## src/logic/dl_dma_cfg.svh

```systemverilog
// constants of the transmit download engine: offsets, fields, resets
// assumes APB byte addresses in the low address bits
`ifndef DL_DMA_CFG_SVH
`define DL_DMA_CFG_SVH
// apb register byte offsets
`define DL_OFF_LIST 8'h00
`define DL_OFF_POLL 8'h04
`define DL_OFF_CFG 8'h08
`define DL_OFF_CMD 8'h0c
`define DL_OFF_FLAGS 8'h10
`define DL_OFF_STATUS 8'h14
// command and flag bit positions
`define DL_CMD_RING_INSERT 0
`define DL_CMD_HOLD 1
`define DL_CMD_RESUME 2
`define DL_FLAG_DONE 0
`define DL_FLAG_UNDERRUN 1
`define DL_CFG_BURST_SEL 0
// descriptor layout in host memory
`define DL_DESC_LINK 32'h0000_0000
`define DL_DESC_HDR 32'h0000_0004
`define DL_DESC_PAIRS 32'h0000_0008
`define DL_PAIR_STRIDE 32'h0000_0008
`define DL_PAIR_LEN 32'h0000_0004
`define DL_LEN_MSB 14
`define DL_LAST_BIT 31
`define DL_HDR_COMPLETE 16
`define DL_HDR_EMPTY 29
`define DL_HDR_IRQ_REQ 31
`define DL_LAST_PAIR_IDX 6'h3e
// reset values
`define DL_RST_WORD 32'h0000_0000
`define DL_RST_POLL 8'h00
`endif

```

## src/logic/dl_dma_pkg.sv

```systemverilog
// types shared by the transmit download engine
// assumes nothing outside itself
package dl_dma_pkg;
  // gray codes along the usual download path
  typedef enum logic [3:0] {
    st_idle = 4'h0,
    st_hdr = 4'h1,
    st_faddr = 4'h3,
    st_flen = 4'h2,
    st_data = 4'h6,
    st_stat = 4'h7,
    st_hdr2 = 4'h5,
    st_next = 4'h4,
    st_poll = 4'hc
  } dl_state_t;
endpackage

```

## src/logic/dl_dma.sv

```systemverilog
// transmit descriptor download engine: walks descriptors in host memory,
// moves fragment bytes into the transmit fifo, writes completion status.
// assumes an apb master, a one-pulse mem_ack memory master port and a
// transmit fifo on the same clock.
// Overview of operation
// - fragments may start at any byte; engine aligns reads and marks bytes.
// - length entry bits 14:0 give the byte count of the fragment.
// - bit 31 of the length entry ends the fragment walk for a packet.
// - no download starts while the list head pointer is zero.
// - no download starts while the hold command is in force.
// - no download starts after a transmit underrun until cleared.
// - start needs fifo free space >= burst, or empty fifo when select clear.
// - after reset the engine is idle and fetches nothing.
// - once open, a nonzero list head write starts the engine.
// - engine reads descriptor fields and moves fragment bytes to the fifo.
// - at packet end write completion status; raise the done flag if the header irq request bit is set.
// - after a packet, copy the next link into list head; zero idles unless the poll interval is nonzero.
// - polling re-reads a zero link and restarts at a nonzero one.
// - poll interval register sets the gap between link reads.
// - polling only with nonzero interval and after a real link fetch.
// - up to 63 address and length pairs per descriptor are handled.
// - header irq request bit is re-read after download to gate the flag.
// - held state entered only by hold, left only by resume.
`timescale 1ns/1ps
`include "dl_dma_cfg.svh"
module dl_dma #(
  parameter int BURST_WORDS = 8,
  parameter int FREE_W = 8
) (
  // clock and reset
  input wire logic pclk,
  input wire logic presetn,
  // apb slave
  input wire logic psel,
  input wire logic penable,
  input wire logic pwrite,
  input wire logic [7:0] paddr,
  input wire logic [31:0] pwdata,
  output logic [31:0] prdata,
  output logic pready,
  output logic pslverr,
  // host memory master
  output logic mem_req,
  output logic mem_write,
  output logic [31:0] mem_addr,
  output logic [31:0] mem_wdata,
  input wire logic mem_ack,
  input wire logic [31:0] mem_rdata,
  // transmit fifo write side
  output logic fifo_wvalid,
  output logic [31:0] fifo_wdata,
  output logic [3:0] fifo_wbe,
  input wire logic fifo_full,
  input wire logic fifo_empty,
  input wire logic [FREE_W-1:0] fifo_free,
  // transmitter status
  input wire logic tx_underrun
);

  dl_dma_pkg::dl_state_t state, next_state;
  logic [31:0] list_head, cur, ptr, frag_addr, hdr;
  logic [14:0] frag_cnt;
  logic frag_last, burst_sel, opened, held, underrun_blk, done_flag;
  logic [5:0] pair_idx;
  logic [7:0] poll_val, poll_cnt;
  logic next_req, next_we, next_fv, next_flast, done_set, list_load;
  logic [31:0] next_addr, next_wdata, next_cur, next_ptr, next_faddr;
  logic [31:0] next_hdr, list_val;
  logic [14:0] next_fcnt;
  logic [5:0] next_pidx;
  logic [7:0] next_pcnt;
  logic [3:0] next_fbe;

  // which bytes of an aligned word belong to the fragment
  function automatic logic [3:0] byte_mask(input logic [1:0] off, input logic [2:0] n);
    logic [3:0] m;
    m = 4'h0;
    for (int i = 0; i < 4; i++)
    begin
      m[i] = (3'(i) >= {1'b0, off}) && (3'(i) < ({1'b0, off} + n));
    end
    return m;
  endfunction

  // apb decode; accesses complete at the access edge with pready high
  wire setup = psel & ~penable;
  wire wr = psel & penable & pready & pwrite;
  wire sel_list = paddr == `DL_OFF_LIST;
  wire sel_poll = paddr == `DL_OFF_POLL;
  wire sel_cfg = paddr == `DL_OFF_CFG;
  wire sel_cmd = paddr == `DL_OFF_CMD;
  wire sel_flags = paddr == `DL_OFF_FLAGS;
  wire sel_stat = paddr == `DL_OFF_STATUS;
  wire mapped = sel_list | sel_poll | sel_cfg | sel_cmd | sel_flags | sel_stat;
  wire cmd_insert = wr & sel_cmd & pwdata[`DL_CMD_RING_INSERT];
  wire cmd_hold = wr & sel_cmd & pwdata[`DL_CMD_HOLD];
  wire cmd_resume = wr & sel_cmd & pwdata[`DL_CMD_RESUME];
  wire clr_done = wr & sel_flags & pwdata[`DL_FLAG_DONE];
  wire clr_under = wr & sel_flags & pwdata[`DL_FLAG_UNDERRUN];
  // reading the list head cuts a poll wait short
  wire kick = setup & ~pwrite & sel_list;
  wire [31:0] rd_mux = sel_list ? list_head :
    sel_poll ? {24'h0, poll_val} :
    sel_cfg ? {31'h0, burst_sel} :
    sel_flags ? {30'h0, underrun_blk, done_flag} :
    sel_stat ? {26'h0, state, opened, held} : 32'h0;

  // engine decode
  wire ack = mem_req & mem_ack;
  wire [2:0] avail = 3'h4 - {1'b0, frag_addr[1:0]};
  wire [2:0] take = (frag_cnt < {12'h0, avail}) ? frag_cnt[2:0] : avail;
  wire fifo_ok = burst_sel ? (32'(fifo_free) >= 32'(BURST_WORDS)) : fifo_empty;
  wire start_ok = opened & ~held & ~underrun_blk & (list_head != 32'h0)
    & fifo_ok;

  // next-state logic of the download walk
  always_comb
  begin
    next_state = state;
    next_req = mem_req & ~ack;
    next_we = mem_write;
    next_addr = mem_addr;
    next_wdata = mem_wdata;
    next_cur = cur;
    next_ptr = ptr;
    next_faddr = frag_addr;
    next_fcnt = frag_cnt;
    next_flast = frag_last;
    next_pidx = pair_idx;
    next_hdr = hdr;
    next_pcnt = poll_cnt;
    next_fv = 1'b0;
    next_fbe = fifo_wbe;
    done_set = 1'b0;
    list_load = 1'b0;
    list_val = list_head;
    case (state)
      dl_dma_pkg::st_idle:
      begin
        if (start_ok)
        begin
          next_state = dl_dma_pkg::st_hdr;
          next_req = 1'b1;
          next_we = 1'b0;
          next_addr = list_head + `DL_DESC_HDR;
          next_cur = list_head;
          next_pidx = 6'h0;
        end
      end
      dl_dma_pkg::st_hdr:
      begin
        if (ack)
        begin
          next_hdr = mem_rdata;
          next_req = 1'b1;
          next_ptr = cur + `DL_DESC_PAIRS;
          if (mem_rdata[`DL_HDR_EMPTY])
          begin
            next_state = dl_dma_pkg::st_next;
            next_addr = cur + `DL_DESC_LINK;
          end
          else
          begin
            next_state = dl_dma_pkg::st_faddr;
            next_addr = cur + `DL_DESC_PAIRS;
          end
        end
      end
      dl_dma_pkg::st_faddr:
      begin
        if (ack)
        begin
          next_faddr = mem_rdata;
          next_state = dl_dma_pkg::st_flen;
          next_req = 1'b1;
          next_addr = ptr + `DL_PAIR_LEN;
        end
      end
      dl_dma_pkg::st_flen:
      begin
        if (ack)
        begin
          // bits 30:15 carry nothing for the engine
          next_fcnt = mem_rdata[`DL_LEN_MSB:0];
          next_flast = mem_rdata[`DL_LAST_BIT];
          next_state = dl_dma_pkg::st_data;
        end
      end
      dl_dma_pkg::st_data:
      begin
        if (ack)
        begin
          next_fv = 1'b1;
          next_fbe = byte_mask(frag_addr[1:0], take);
          next_faddr = frag_addr + {29'h0, take};
          next_fcnt = frag_cnt - {12'h0, take};
        end
        else if (!mem_req && frag_cnt == 15'h0)
        begin
          next_req = 1'b1;
          if (frag_last || pair_idx == `DL_LAST_PAIR_IDX)
          begin
            next_state = dl_dma_pkg::st_stat;
            next_we = 1'b1;
            next_addr = cur + `DL_DESC_HDR;
            next_wdata = hdr | (32'h1 << `DL_HDR_COMPLETE);
          end
          else
          begin
            next_state = dl_dma_pkg::st_faddr;
            next_pidx = pair_idx + 6'h1;
            next_ptr = ptr + `DL_PAIR_STRIDE;
            next_addr = ptr + `DL_PAIR_STRIDE;
          end
        end
        else if (!mem_req && !fifo_full)
        begin
          // whole aligned dword read; byte enables trim it
          next_req = 1'b1;
          next_addr = {frag_addr[31:2], 2'h0};
        end
      end
      dl_dma_pkg::st_stat:
      begin
        if (ack)
        begin
          next_state = dl_dma_pkg::st_hdr2;
          next_req = 1'b1;
          next_we = 1'b0;
          next_addr = cur + `DL_DESC_HDR;
        end
      end
      dl_dma_pkg::st_hdr2:
      begin
        if (ack)
        begin
          done_set = mem_rdata[`DL_HDR_IRQ_REQ];
          next_state = dl_dma_pkg::st_next;
          next_req = 1'b1;
          next_addr = cur + `DL_DESC_LINK;
        end
      end
      dl_dma_pkg::st_next:
      begin
        if (ack)
        begin
          list_load = 1'b1;
          list_val = mem_rdata;
          next_pcnt = poll_val;
          if (mem_rdata == 32'h0 && poll_val != 8'h0)
            next_state = dl_dma_pkg::st_poll;
          else
            next_state = dl_dma_pkg::st_idle;
        end
      end
      dl_dma_pkg::st_poll:
      begin
        if (poll_val == 8'h0 || list_head != 32'h0)
          next_state = dl_dma_pkg::st_idle;
        else if (poll_cnt == 8'h0 || kick)
        begin
          next_state = dl_dma_pkg::st_next;
          next_req = 1'b1;
          next_addr = cur + `DL_DESC_LINK;
        end
        else
          next_pcnt = poll_cnt - 8'h1;
      end
      default:
        next_state = dl_dma_pkg::st_idle;
    endcase
  end

  // engine registers; reset leaves it idle with no request out
  always_ff @(posedge pclk or negedge presetn)
  begin
    if (!presetn)
    begin
      state <= dl_dma_pkg::st_idle;
      mem_req <= 1'b0;
      mem_write <= 1'b0;
      mem_addr <= `DL_RST_WORD;
      mem_wdata <= `DL_RST_WORD;
      cur <= `DL_RST_WORD;
      ptr <= `DL_RST_WORD;
      frag_addr <= `DL_RST_WORD;
      hdr <= `DL_RST_WORD;
      frag_cnt <= 15'h0;
      frag_last <= 1'b0;
      pair_idx <= 6'h0;
      poll_cnt <= `DL_RST_POLL;
      fifo_wvalid <= 1'b0;
      fifo_wdata <= `DL_RST_WORD;
      fifo_wbe <= 4'h0;
    end
    else
    begin
      state <= next_state;
      mem_req <= next_req;
      mem_write <= next_we;
      mem_addr <= next_addr;
      mem_wdata <= next_wdata;
      cur <= next_cur;
      ptr <= next_ptr;
      frag_addr <= next_faddr;
      hdr <= next_hdr;
      frag_cnt <= next_fcnt;
      frag_last <= next_flast;
      pair_idx <= next_pidx;
      poll_cnt <= next_pcnt;
      fifo_wvalid <= next_fv;
      fifo_wdata <= (next_fv) ? mem_rdata : fifo_wdata;
      fifo_wbe <= next_fbe;
    end
  end

  // software registers; engine link copy beats a same-cycle bus write
  always_ff @(posedge pclk or negedge presetn)
  begin
    if (!presetn)
    begin
      list_head <= `DL_RST_WORD;
      poll_val <= `DL_RST_POLL;
      burst_sel <= 1'b0;
      opened <= 1'b0;
      held <= 1'b0;
      underrun_blk <= 1'b0;
      done_flag <= 1'b0;
    end
    else
    begin
      if (list_load)
        list_head <= list_val;
      else if (wr && sel_list)
        list_head <= pwdata;
      if (wr && sel_poll)
        poll_val <= pwdata[7:0];
      if (wr && sel_cfg)
        burst_sel <= pwdata[`DL_CFG_BURST_SEL];
      opened <= opened | cmd_insert;
      held <= cmd_hold | (held & ~cmd_resume);
      // set beats clear so no event is lost
      underrun_blk <= tx_underrun | (underrun_blk & ~clr_under);
      done_flag <= done_set | (done_flag & ~clr_done);
    end
  end

  // apb answer: one wait-free access phase, data caught at setup
  always_ff @(posedge pclk or negedge presetn)
  begin
    if (!presetn)
    begin
      prdata <= `DL_RST_WORD;
      pready <= 1'b0;
      pslverr <= 1'b0;
    end
    else
    begin
      prdata <= setup ? rd_mux : prdata;
      pready <= setup;
      pslverr <= setup & ~mapped;
    end
  end
endmodule

```

## config.mk

```make
export PLATFORM = sky130hd
export DESIGN_NAME = dl_dma
export DESIGN_NICKNAME = d
export VERILOG_FILES = /design/src/logic/dl_dma_pkg.sv /design/src/logic/dl_dma.sv
export VERILOG_INCLUDE_DIRS = /design/src /design/src/logic
export SDC_FILE = /design/constraint.sdc
export NUM_CORES = 1
export LEC_CHECK = 0
export BUFFER_PORTS_ARGS = -buffer_cell sky130_fd_sc_hd__buf_2
export CORE_MARGIN = 2
export CORE_UTILIZATION = 50
export CTS_BUF_LIST = sky130_fd_sc_hd__clkbuf_4 sky130_fd_sc_hd__clkbuf_8
export DETAILED_ROUTE_END_ITERATION = 10
export PLACE_DENSITY = 0.7
export SETUP_SLACK_MARGIN = 0.3
export SYNTH_ARGS = -nofsm -noshare
export SYNTH_HDL_FRONTEND = slang
export SYNTH_SLANG_ARGS = --single-unit
export TNS_END_PERCENT = 20
```

## constraint.sdc

```tcl
create_clock -name pclk -period 10.45 [get_ports pclk]
set_input_delay 1.045 -clock pclk [delete_from_list [all_inputs] [get_ports pclk]]
set_output_delay 1.045 -clock pclk [all_outputs]
set_load 0.1 [all_outputs]
```

==> summary.txt <==
Yosys
  – Mapped Area: about 20000 um2
  – Post-synthesis cell count: 2390
  – Syn Area/Cell: 8.57 um2
  – Distinct cells, synth: 105
  – Yosys reg bits: approximately 340
  – FFs w/ async S/R, synth: 100%
  – Synth Flop Type: dfrtp_1
  – Seq/Total Area, Yosys: 41.9%
  – Mapped Nets: 2500
  – Syn. warnings: 0
  – Post-synth EDFFs: 0

Worst setup path
  – Req. time, crit path: 10.99 ns
  – Critical-path top delay cell: a211oi_1
  – Worst stage delay on the critical path: about 0.67 ns
  – Critical Path Start: frag_cnt[6]
  – CP arrival: 5.54 ns
  – CP Launch Type: flip-flop
  – Worst R2R Start: frag_cnt[6]
  – WS Path Type: flip-flop to flip-flop
  – CP endpoint kind: flip-flop
  – Peak fanout along the critical path: 12
  – Cells along the critical path: nor4_2 -> nand2_1 -> a2111o_1 -> o21ai_0 -> inv_1 -> fa_1 -> nand2b_1 -> a211oi_1 -> and3b_1 -> nand3_1 -> o22ai_1 -> a21oi_1

Floorplanning
  – Die area: 42600 um2
  – Starting density of the core: 50.4%
  – Die extent in x: 206 um
  – Die Ht: about 210 um
  – Rows: 74
  – Core region area: ~40000 um2
  – IO Count: 226

Placement
  – GPL Wtd Cong: a little under 1
  – Hpwl dp: 52900 um
  – I/O Buffers: 222

Detailed routing
  – DR pass1 iterations: 6
  – Via count: 19600
  – DRT antenna net count: 0
  – Initial detailed-routing violation count: 2355
  – WL final: 76300 um
  – WL/cell: 24.6 um
  – Remaining DRCs: 0
  – DR vias/cell: roughly 6.3

Clock network
  – H-tree depth: 2
  – Clk slew on worst S/H paths: 0.06 ns
  – CTS tree: yes
  – Sink Count: approximately 340
  – Post-CTS Resized: 0
  – Post-CTS Setup Bufs: 0
  – Skew-Pair Late Insertion Delay: around 0.7 ns
  – Root Buffer: clkbuf_8
  – CTS max path bufs: 3
  – CTS Buf Count: 58
  – Cts hold-fix bufs: 0

Timing
  – Clock skew: 0.0316 ns
  – Tightest Pin Transition: 1.21 ns
  – Endpoints failing setup: 0
  – Achievable frequency: 200 MHz
  – Final hold violation count: 0
  – Slew Limit Fails: 0
  – Relative slew slack: 19.1%
  – Fin crit period: 5.00 ns
  – Setup_tns: 0 ns
  – WHS: 0.377 ns
  – RSZ-0062 raised after global routing: false
  – Fin crit share: 47.9%

Finish
  – Multi-input gate area: 11100 um2
  – Reg area: 8580 um2
  – Synth-to-Final Area Change: 13.6%
  – Final #Nets: 2635
  – Fillers: approximately 3700
  – Share of post-route cells with drive strength above 1: 18.9%

Worst hold path
  – Worst hold path class: primary input to async pin

Run status
  – Run status: finished clean

Global route
  – First-pass GRT wire length: 115000 um
  – Largest net degree at the start of global routing: 171
  – Tot GR Track Use: a little over a third
  – Vias in the first global route: about 19000
  – Initial antenna violation count: 4
  – Global route overflow: 0

Power
  – Leak pwr: 10.9 nW
  – Pwr Density: about 280 nW/um2
  – Worst VDD drop: 0.326 mV

Job
  – Max cap viols: 0
-- state kept, by name, summed over array words and instances, names as in the netlist, 4 cells and up --
signal and flops:
frag_addr 32, ptr 32, mem_wdata 32, cur 32, mem_addr 32, prdata 32
fifo_wdata 32, state 4, poll_cnt 8, frag_cnt 15, fifo_wbe 4, hdr 31
pair_idx 6, poll_val 8, list_head 32
-- cells by family after synthesis --
group           after synthesis  share of synthesized area [%]
compound gates              597                           18.7
mux                         125                           6.70
fa+ha+maj                    21                           1.36
xor+xnor                    106                           4.57
flops                       343                           41.9
simple gates                975                           22.3
buf+inv                     223                           4.47
-- cell usage in the layout, fill, tap and decap left out, drive strengths merged, types with 46 or more instances in the layout --
master and instances:
xnor2 60, mux2i 50, xor2 46, nand3 91
buf 258, a21oi 151, clkbuf 80, o21ai 173
nand2 486, dfrtp 343, mux2 74, nor2 142
nor3 67
-- per-layer routing --
| layer | vias up | share of wire [%] | global-route usage [%] | wire length (um) |
|---|---|---|---|---|
| met2 | 1050 | 43 | 52.9 | 32900 |
| met3 | 205 | 11 | 9.71 | 8380 |
| li1 | 8850 | - | - | - |
| met1 | 9526 | 42 | 49.6 | 31700 |
| met5 | - | 0.024 | 0 | 18 |
| met4 | 4 | 4.4 | 15.5 | 3350 |
-- where the power goes --
part | switching, mW | total, mW | internal (mW) | leakage (nW)
Combinational | 2.18 | 2.95 | 0.768 | 5.63
Clock | 0.614 | 1.45 | 0.836 | 0.732
Sequential | 0.492 | 2.13 | 1.64 | 4.49
-- synth_stat cells, drive strengths merged, types with 9 or more instances --
library cell,instances,area [um2]
a21oi,151,756
nand2b,14,87.6
o22a,23,201
a22o,9,78.8
a211oi,15,125
o311ai,9,78.8
buf,64,318
o22ai,37,231
dfrtp,343,8580
inv,38,143
xnor2,60,526
clkbuf,119,448
nand4,43,275
a31oi,30,188
mux2i,50,517
nand2,486,1830
a21o,12,90.1
nor3,67,375
a22oi,22,165
mux2,74,833
and4,9,78.8
nand3,91,460
xor2,46,410
nor4,43,348
and2,13,83.8
o211ai,12,95.1
nor2,142,541
o21ai,173,870
ha,19,238
or3,9,61.3
and3,25,156
-- path summary, 6_finish.rpt --
check                            endpoint  slack, ns  depth (start not counted)
setup / recovery            frag_addr[28]       5.45                         12
hold / removal                  prdata[1]       0.38                          1
setup reg to reg            frag_addr[28]       5.45                         12
hold reg to reg                prdata[17]       0.46                          2
max in group asynchronous  fifo_wdata[17]       8.52                          2
min in group pclk              prdata[17]       0.46                          2
-- worst max-delay path: cells and delay by family, from the launching register on --
| kind | cells | cell delay, ns |
|---|---|---|
| AO/OA/AOI/OAI | 5 | 2.03 |
| adder cells (fa/ha/maj) | 1 | 0.49 |
| buffers and inverters | 1 | 0.15 |
| AND/OR/NAND/NOR | 5 | 1.75 |
| flip-flops | 1 | 0.44 |
-- stage by stage --
step	instances	util (%)	power (mW)	worst slack, ns	cell area (um2)
2_1_floorplan	2390	-	4.20	6.27	20500
3_3_place_gp	2997	53.8	4.97	5.62	21900
3_5_place_dp	2997	53.8	5.03	5.56	21900
4_1_cts	3105	57.2	6.49	5.51	23300
5_1_grt	3107	57.2	6.83	5.21	23300
6_report	3108	57.3	6.53	5.45	23300
-- layout make-up --
type                            instances  area share [%]
Tap cell                              532            2.86
Clock buffer                           80            4.57
Timing Repair Buffer                  258            6.03
Inverter                               40           0.645
Antenna cell                            3          0.0323
Clock inverter                         28            1.41
Multi-Input combinational cell       1824            47.6
Sequential cell                       343            36.9
Note: power is estimated with default switching activity, not from simulation.
